### src/include/afbp_pkg.sv
package afbp_pkg;
    localparam int DATA_W         = 8;
    localparam int RX_DEPTH       = 16;
    localparam int TX_DEPTH       = 16;
    localparam int SYNC_STAGES    = 2;
    localparam int CLK_PERIOD_NS  = 20;
    localparam int BB_STROBE_NS   = 40;
    localparam int BB_STROBE_CYC  =
        (BB_STROBE_NS + CLK_PERIOD_NS - 1) / CLK_PERIOD_NS;
    localparam logic [1:0] MODE_OFF      = 2'h0;
    localparam logic [1:0] MODE_FIFO     = 2'h1;
    localparam logic [1:0] MODE_BB_ASYNC = 2'h2;
    localparam logic [1:0] MODE_BB_SYNC  = 2'h3;
    typedef enum logic [1:0] {BB_IDLE, BB_WSTB, BB_RSTB} afbp_bb_t;
endpackage

### src/verilog/afbp_sync.sv
`timescale 1ns/10ps
module afbp_sync
    import afbp_pkg::*;
#(
    parameter int W     = 1,
    parameter logic [W-1:0] INIT = '1
)(
    // Clock and reset
    input  wire logic         clk,
    input  wire logic         srst,
    // Data
    input  wire logic [W-1:0] din,
    output logic      [W-1:0] dout
);
    logic [W-1:0] meta;

    // Two-stage synchroniser
    always_ff @(posedge clk)
    begin
        if (srst)
        begin
            meta <= INIT;
            dout <= INIT;
        end
        else
        begin
            meta <= din;
            dout <= meta;
        end
    end
endmodule

### src/verilog/afbp_port.sv
`timescale 1ns/10ps
// Operation
// - The data bus is driven by the device only while the read strobe is low.
// - rx_data_avail_n is low only when a received byte is waiting.
// - After each read strobe rises the rx flag goes high, then low if more.
// - Both availability flags are undriven while in reset.
// - tx_space_avail_n is low only when the transmit buffer has room.
// - On read strobe fall the head byte is driven and held while low.
// - On read strobe rise the byte read is popped.
// - On write strobe fall the data bus byte is captured for transmit.
// - FIFO mode is selected per channel by a configuration value at start-up.
// - In suspend with wakeup enabled a send_now_wake_n pulse asks resume.
// - When powered a send_now_wake_n pulse flushes pending transmit data.
// - Bit-bang mode only samples the eight lines for the host; port_data_oe stays low, so bb_dir enables no driver.
// - Bit-bang has synchronous and asynchronous variants per channel.
// - bb_write_ind_n pulses low when new host data is loaded into port_data_out.
// - bb_read_ind_n rises when the lines have been sampled for the host.
module afbp_port
    import afbp_pkg::*;
#(
    parameter int RXD = RX_DEPTH,
    parameter int TXD = TX_DEPTH
)(
    // Clock and reset
    input  wire logic              clk,
    input  wire logic              srst,
    // Configuration
    input  wire logic [1:0]        cfg_mode,
    input  wire logic              cfg_wake_en,
    input  wire logic              usb_powered_n,
    // Pins
    input  wire logic [DATA_W-1:0] port_data_in,
    output logic      [DATA_W-1:0] port_data_out,
    output logic                   port_data_oe,
    input  wire logic              read_strobe_n,
    input  wire logic              write_strobe_n,
    input  wire logic              send_now_wake_n,
    output logic                   rx_data_avail_n,
    output logic                   rx_data_avail_oe,
    output logic                   tx_space_avail_n,
    output logic                   tx_space_avail_oe,
    output logic                   bb_write_ind_n,
    output logic                   bb_read_ind_n,
    // USB side receive stream
    input  wire logic [DATA_W-1:0] usb_rx_data,
    input  wire logic              usb_rx_valid,
    output logic                   usb_rx_ready,
    // USB side transmit stream
    output logic      [DATA_W-1:0] usb_tx_data,
    output logic                   usb_tx_valid,
    input  wire logic              usb_tx_ready,
    // USB control
    output logic                   usb_flush,
    output logic                   usb_resume_req,
    // Bit-bang host side
    input  wire logic [DATA_W-1:0] bb_out_data,
    input  wire logic [DATA_W-1:0] bb_dir,
    input  wire logic              bb_out_valid,
    input  wire logic              bb_sample_req,
    output logic      [DATA_W-1:0] bb_in_data,
    output logic                   bb_in_valid
);
    localparam int RA = $clog2(RXD);
    localparam int TA = $clog2(TXD);

    logic [1:0]        mode;
    logic              rd_s, wr_s, wk_s, rd_q, wr_q, wk_q;
    logic [DATA_W-1:0] rx_mem [RXD];
    logic [DATA_W-1:0] tx_mem [TXD];
    logic [RA:0]       rx_wp, rx_rp;
    logic [TA:0]       tx_wp, tx_rp;
    logic              rx_empty, rx_full, tx_empty, tx_full;
    logic              rd_fall, rd_rise, wr_fall, wk_fall;
    logic              rx_block, fifo_on, bb_on;
    logic [DATA_W-1:0] bb_reg;
    logic [DATA_W-1:0] bb_oe;
    afbp_bb_t          bb_st;
    logic [1:0]        bb_cnt;

    // Start-up mode capture
    always_ff @(posedge clk)
    begin
        if (srst)
            mode <= MODE_OFF;
        else if (mode == MODE_OFF)
            mode <= cfg_mode;
    end
    assign fifo_on = (mode == MODE_FIFO);
    assign bb_on   = mode[1];

    // Strobe synchronisers
    afbp_sync #(.W(3), .INIT(3'h7)) u_sync
    (
        .clk  (clk),
        .srst (srst),
        .din  ({read_strobe_n, write_strobe_n, send_now_wake_n}),
        .dout ({rd_s, wr_s, wk_s})
    );

    always_ff @(posedge clk)
    begin
        if (srst)
            {rd_q, wr_q, wk_q} <= 3'h7;
        else
            {rd_q, wr_q, wk_q} <= {rd_s, wr_s, wk_s};
    end
    assign rd_fall = rd_q & ~rd_s;
    assign rd_rise = ~rd_q & rd_s;
    assign wr_fall = wr_q & ~wr_s;
    assign wk_fall = wk_q & ~wk_s;

    assign rx_empty = (rx_wp == rx_rp);
    assign rx_full  = (rx_wp[RA] != rx_rp[RA]) &&
                      (rx_wp[RA-1:0] == rx_rp[RA-1:0]);
    assign tx_empty = (tx_wp == tx_rp);
    assign tx_full  = (tx_wp[TA] != tx_rp[TA]) &&
                      (tx_wp[TA-1:0] == tx_rp[TA-1:0]);

    // Receive buffer
    assign usb_rx_ready = ~rx_full & ~srst;
    always_ff @(posedge clk)
    begin
        if (usb_rx_valid && usb_rx_ready)
            rx_mem[rx_wp[RA-1:0]] <= usb_rx_data;
    end
    always_ff @(posedge clk)
    begin
        if (srst)
        begin
            rx_wp <= '0;
            rx_rp <= '0;
        end
        else
        begin
            if (usb_rx_valid && usb_rx_ready)
                rx_wp <= rx_wp + 1'b1;
            if (fifo_on && rd_rise && !rx_empty)
                rx_rp <= rx_rp + 1'b1;
        end
    end

    // Flag forced high for two cycles after each read rise
    always_ff @(posedge clk)
    begin
        rx_block <= ~srst & rd_rise;
    end
    always_ff @(posedge clk)
    begin
        if (srst)
            rx_data_avail_n <= 1'b1;
        else
            rx_data_avail_n <= rx_empty | rx_block | rd_rise
                             | ~fifo_on;
    end
    always_ff @(posedge clk)
    begin
        tx_space_avail_n <= srst | tx_full | wr_fall | ~fifo_on;
    end
    assign rx_data_avail_oe  = ~srst & fifo_on;
    assign tx_space_avail_oe = ~srst & fifo_on;

    // Transmit buffer
    always_ff @(posedge clk)
    begin
        if (fifo_on && wr_fall && !tx_full)
            tx_mem[tx_wp[TA-1:0]] <= port_data_in;
    end
    always_ff @(posedge clk)
    begin
        if (srst)
        begin
            tx_wp <= '0;
            tx_rp <= '0;
        end
        else
        begin
            if (fifo_on && wr_fall && !tx_full)
                tx_wp <= tx_wp + 1'b1;
            if (usb_tx_valid && usb_tx_ready)
                tx_rp <= tx_rp + 1'b1;
        end
    end
    assign usb_tx_valid = ~tx_empty;
    assign usb_tx_data  = tx_mem[tx_rp[TA-1:0]];

    // Send-now and wake requests
    always_ff @(posedge clk)
    begin
        usb_flush      <= ~srst & wk_fall & ~usb_powered_n;
        usb_resume_req <= ~srst & wk_fall & usb_powered_n & cfg_wake_en;
    end

    // Data bus drive
    always_ff @(posedge clk)
    begin
        if (srst)
        begin
            port_data_out <= '0;
            port_data_oe  <= 1'b0;
        end
        else if (fifo_on)
        begin
            port_data_oe <= ~rd_s;
            if (rd_fall)
                port_data_out <= rx_mem[rx_rp[RA-1:0]];
        end
        else if (bb_on)
        begin
            port_data_oe  <= 1'b0;
            if (bb_st == BB_IDLE && bb_out_valid)
                port_data_out <= bb_out_data;
            else
                port_data_out <= bb_reg;
        end
        else
            port_data_oe <= 1'b0;
    end

    // Bit-bang per-line enables
    always_ff @(posedge clk)
    begin
        if (srst)
            bb_oe <= '0;
        else
            bb_oe <= bb_on ? bb_dir : '0;
    end

    // Bit-bang strobes
    always_ff @(posedge clk)
    begin
        if (srst)
        begin
            bb_st          <= BB_IDLE;
            bb_cnt         <= '0;
            bb_reg         <= '0;
            bb_write_ind_n <= 1'b1;
            bb_read_ind_n  <= 1'b1;
            bb_in_data     <= '0;
            bb_in_valid    <= 1'b0;
        end
        else
        begin
            bb_in_valid <= 1'b0;
            unique case (bb_st)
                BB_IDLE:
                begin
                    if (bb_on && bb_out_valid)
                    begin
                        bb_reg         <= bb_out_data;
                        bb_write_ind_n <= 1'b0;
                        bb_cnt         <= 2'(BB_STROBE_CYC);
                        bb_st          <= BB_WSTB;
                    end
                    else if (bb_on && bb_sample_req)
                    begin
                        bb_read_ind_n <= 1'b0;
                        bb_cnt        <= 2'(BB_STROBE_CYC);
                        bb_st         <= BB_RSTB;
                    end
                end
                BB_WSTB:
                begin
                    bb_cnt <= bb_cnt - 1'b1;
                    if (bb_cnt == 2'h1)
                    begin
                        bb_write_ind_n <= 1'b1;
                        // Sync variant samples after each write
                        if (mode == MODE_BB_SYNC)
                        begin
                            bb_read_ind_n <= 1'b0;
                            bb_cnt        <= 2'(BB_STROBE_CYC);
                            bb_st         <= BB_RSTB;
                        end
                        else
                            bb_st <= BB_IDLE;
                    end
                end
                BB_RSTB:
                begin
                    bb_cnt <= bb_cnt - 1'b1;
                    if (bb_cnt == 2'h1)
                    begin
                        bb_in_data    <= port_data_in;
                        bb_in_valid   <= 1'b1;
                        bb_read_ind_n <= 1'b1;
                        bb_st         <= BB_IDLE;
                    end
                end
            endcase
        end
    end
endmodule

### config.mk
export PLATFORM = sky130hd
export DESIGN_NAME = afbp_port
export DESIGN_NICKNAME = d
export VERILOG_FILES = /design/src/include/afbp_pkg.sv /design/src/verilog/afbp_sync.sv /design/src/verilog/afbp_port.sv
export SDC_FILE = /design/constraint.sdc
export NUM_CORES = 1
export LEC_CHECK = 0
export BUFFER_PORTS_ARGS = -buffer_cell sky130_fd_sc_hd__buf_4
export CORE_MARGIN = 8
export CORE_UTILIZATION = 54
export CTS_CLUSTER_DIAMETER = 50
export CTS_CLUSTER_SIZE = 30
export DETAILED_ROUTE_END_ITERATION = 16
export PLACE_DENSITY = 0.75
export SYNTH_ARGS = -nofsm -noshare
export SYNTH_HDL_FRONTEND = slang
export SYNTH_SLANG_ARGS = --single-unit
### constraint.sdc
create_clock -name clk -period 2.2 [get_ports clk]
set_input_delay 0 -clock clk [delete_from_list [all_inputs] [get_ports clk]]
set_output_delay 0 -clock clk [all_outputs]
set_load 0.05 [all_outputs]
---- After elaboration in Yosys (flattened, before gate mapping) ----
Memories as Yosys holds them, arrays and structs flattened. A register that Yosys moved wholly into a read port is not among the register bits.
Index checks and enable logic that the tools add are counted.
operators by class
  div/mod/pow operators ................... 0
  reductions and logical operators ........ 25
  equality and inequality tests ........... 19
  bitwise operators ....................... 27
  multipliers ............................. 0
  shift operators ......................... 0
  order comparisons ....................... 0
  add/subtract/negate cells ............... 5
  multiplexer cells ....................... 31
operator list
  kind                                                                      number
  8-bit two-way mux                                                         4
  5-bit by 1-bit adder with 5-bit output (second input constant)            4
  2-bit two-way mux                                                         8
  4-bit two-way mux                                                         4
  2-bit one-hot mux with 3 select lines                                     2
  1-bit bitwise AND                                                         11
  1-bit logical AND                                                         11
  1-bit two-way mux                                                         11
  5-bit equality test                                                       2
  2-bit inequality test (second input constant)                             5
  1-bit NOT                                                                 10
  4-bit equality test                                                       2
  2-bit by 1-bit equality test with 1-bit output (second input constant)    3
  1-bit bitwise OR                                                          6
  2-bit AND reduction                                                       3
  3-bit AND reduction                                                       2
  5-bit AND reduction                                                       1
  2-bit equality test (second input constant)                               2
  2-bit logical NOT                                                         2
  2-bit by 1-bit inequality test with 1-bit output (second input constant)  2
  2-bit nonzero test                                                        2
  2-bit OR reduction                                                        2
  3-bit by 1-bit inequality test with 1-bit output (second input constant)  1
  1-bit one-hot mux with 3 select lines                                     1
  4 further kinds                                                           6
storage, ports and cells
  bits in read-only memories .............. 0
  memories ................................ 2
  flip-flop bits (word level) ............. 68
  bits in latches ......................... 0
  RAM bits ................................ 256
  logic and storage cells ................. 133
  bits of input ports ..................... 45
memory list
  name    depth  bits a word  read ports  clocked after memory_dff  wr ports  RTL line         RTL
  rx_mem  16     8            1           1                         1         afbp_port.sv:68  logic [DATA_W-1:0] rx_mem [RXD];
  tx_mem  16     8            1           1                         1         afbp_port.sv:69  logic [DATA_W-1:0] tx_mem [TXD];

---- Longest topological paths before layout ----
  depth after elaboration ................. 7
  mapped depth ............................ 8
  depth with buffers taken out ............ 7

---- Cells and area by module ----
Synthesis repeated with hierarchy kept, for this count alone.
unflattened totals
  cells, all modules ...................... 797
  area, all modules ....................... 13,227.7 sq um
by module, submodules not included
  module     times used  sequential area each (sq um)  area each (sq um)  cells an instance
  afbp_port  1           9,088.7                       13,070.0           785
  afbp_sync  1           120.1                         157.7              12

---- Least setup slack after synthesis ----
No wires, ideal clock.
  path kind ............................... register to register
  from .................................... register rx_wp[2]
  to ...................................... memory rx_mem[3][0] (enable)
  arrival time ............................ 1.789 ns
  cell stages (with the launch flop) ...... 7
  setup slack ............................. 0.027 ns
  required time ........................... 1.817 ns
  clock period less this slack ............ 2.173 ns
  cell sequence ........................... dfxtp_1 > buf_2 > xor2_1 > nor4_4 > a21oi_2 > nand2_1 > nor3_1
on the way
  longest elaborated chain between the ends .. 7
ends and longest elaborated chain
  what                                     RTL line          RTL
  start: declaration                       afbp_port.sv:70   logic [RA:0] rx_wp, rx_rp;
  start signal: assignment                 afbp_port.sv:136  rx_wp <= rx_wp + 1'b1;
  4-bit equality test                      afbp_port.sv:114  (rx_wp[RA-1:0] == rx_rp[RA-1:0]);
  1-bit logical AND                        afbp_port.sv:113  assign rx_full = (rx_wp[RA] != rx_rp[RA]) &&
  1-bit NOT                                afbp_port.sv:120  assign usb_rx_ready = ~rx_full & ~srst;
  1-bit bitwise AND                        afbp_port.sv:120
  1-bit logical AND                        afbp_port.sv:123  if (usb_rx_valid && usb_rx_ready)
  1-bit two-way mux                        afbp_port.sv:123
  1-bit two-way mux (not written as such)  afbp_port.sv:124  rx_mem[rx_wp[RA-1:0]] <= usb_rx_data;
  end: declaration                         afbp_port.sv:68
Parallel ways exist; a longest one is shown, timed or not.

==> flow_summary.ini <==
[synthesis]
syn_nets = 857
yosysTopAreaCellShare_pct = 57.8
synth_area_leaders = edfxtp_1 58%, dfxtp_1 11%, mux4_1 5.5%
yosys.area.top_type = edfxtp_1
syn_area_um2 = 13300
synth_edf_count = 256
synth-seq-cells = 332
synthCells = 798
ys_warn_count = 0
async_flop_share_pct = 0
avgSynthCellArea_um2 = 16.7
ys_seq_area_share_pct = 69.3
synth_cell_type_count = 50
dominantRegCellSynth = edfxtp_1

[finish]
final_net_count = 1029
antenna_cells = 0
layout-drive-gt1-share_pct = 26.5
post-route-util_pct = 66.4
finalNonFillerCells = 1318
final_area_um2 = 16100
area.growth.synth_to_final_pct = 21.0
layout_common_cells = 256 x edfxtp_1, 126 x buf_4, 74 x dfxtp_1
mostFrequentLayoutCell = edfxtp_1

[clock_network]
h-tree-depth = 1
clk_latency_ns = 0.55
path_clk_slew_ns = 0.07
clk_path_buf_depth = 3
cts_tree = done
clkSinkCount = 332
cts_made_buffers = 31
cts_root_buffer = clkbuf_16

[drt]
drt-vias-per-instance = 5.76
dr.pass1.iters = 5
drt_iter0_markers = 682
wire_per_inst_um = 21.8
finalWirelength_mm = 28.7
drc_errors = 0
ant_nets = 0
dr_total_vias = 7592

[sta]
setup_viol = 8
period_minus_slack_ns = 2.38
final_hold_viol_count = 0
slew_violations = 0
setup_ws_ns = -0.183
tightest_slew_ns = 0.853
min_period_over_period_pct = 108
fin_worst_skew_ns = 0.00855
slew-limit-headroom_pct = 43.0
rsz0062_at_grt = yes
max_freq_mhz = 420

[power_and_ir_drop]
p_leak_nw = 5.68
power_density_nw_per_um2 = 841
totalPowerFinal_mw = 13.5
power.ir.vdd_worst_mv = 0.580

[place]
placed_cells = 1216
port_buffers = 72
placed_area_um2 = 14600
gp_congestion = 0.788
post-place-ws_ns = 0.161
dpl.hpwl_mm = 18.4

[die]
start_util_pct = 54.8
fp.dieArea_um2 = 29900
rows = 57
fp.dieH_um = 173
num_io_pins = 81
dieWidth_um = 173
coreArea_um2 = 24200

[setup_path]
crit_required_ns = 2.20
worstPathArrival_ns = 2.38
cp-end-kind = primary output
criticalPathCategory = flip-flop to primary output
crit_path_max_fanout = 6
start_kind = flip-flop

[worst_hold_path]
hold_path_class = input port to flip-flop

[grt]
antenna_found_initial = 0
grtUsageTotal_pct = 19.1
grt_max_degree = 41
overflow = 0
grt_pass1_wl_mm = 45.0
grt_pass1_vias = 7847

[status]
violations = setup timing
status = complete, but fails checks

[job]
drv_cap = 0
## repair_timing
action | CTS | global route
hold buffers | 44 | 0
gates resized for setup | 29 | 5
endpoints found under the setup margin | 8 | 15
buffers inserted | 1 | 0
hold endpoints to repair | 316 | 0
## report_power, final
group	total [mW]	leakage, nW	switching [mW]	internal, mW
logic	0.964	2.23	0.578	0.386
clock network	5.70	0.525	2.40	3.30
registers	6.87	2.92	0.0454	6.82
## synthesized netlist by cell type (2+ instances only)
master	number
and3_1	29
nand4_1	3
nor3_1	5
and2_1	4
buf_6	6
mux4_2	28
ha_1	14
nor2b_1	11
mux2i_1	47
nand2_1	42
o21ai_0	3
xor2_1	11
a211oi_1	3
or2_2	10
buf_2	9
nor2_1	36
mux4_1	28
nand3_1	15
a21oi_1	34
a221oi_1	8
a31oi_1	11
dfxtp_1	76
buf_1	7
a22oi_1	17
a21o_1	9
o21bai_1	2
edfxtp_1	256
inv_1	12
nand2b_1	5
o211ai_1	5
buf_4	2
xnor2_1	14
clkbuf_1	19
## cell families (layout without fill, tap and decap cells)
family	Yosys count	after routing	synth area share, %
xor+xnor	25	25	1.65
fa+ha+maj	14	14	1.32
buf+inv	57	253	2.18
compound gates	99	99	5.19
flops	332	332	69.3
simple gates	167	167	6.48
mux	104	104	13.9
## critical path, stage by stage (launching register included)
cell and delay (ns):
dfxtp_4 0.42, buf_4 0.17, mux4_1 0.56, mux4_2 0.50, buf_6 0.17
## layout make-up
cell class	count	area, um2
sequential	332	9210
fill	1632	8150
multi-input combinational	409	3730
timing repair buffer	184	1590
clock buffer	35	811
tap	324	405
clock inverter	22	294
inverter	12	45.0
## worst paths after layout
path / startpoint / endpoint / slack, ns / depth (start not counted)
worst max-delay path: flip-flop / usb_tx_data[7] / -0.18 / 4
worst min-delay path: bb_out_data[6] / bb_reg[6] / 0.27 / 4
worst max register to register: rx_rp[2] / rx_mem[10][0] / 0.24 / 6
worst min register to register: u_sync.meta[2] / u_sync.dout[2] / 0.41 / 1
## routing by layer
metal  up-vias  track usage [%]  wire length [um]
met5         -                0                 0
met4         0             6.22               743
met3        52             3.11              1840
met2       295             31.4             13900
met1      3805             25.6             12300
li1       3440                -                 -
## metrics by stage
step / setup TNS (ns) / hold WS, ns
3_3_place_gp: 0 / 0.175
6_report: -1.31 / 0.271
4_1_cts: -1.70 / 0.253
3_5_place_dp: 0 / 0.177
2_1_floorplan: 0 / 0.0774
5_1_grt: -1.81 / 0.266
(Power assumes the default switching activity.)
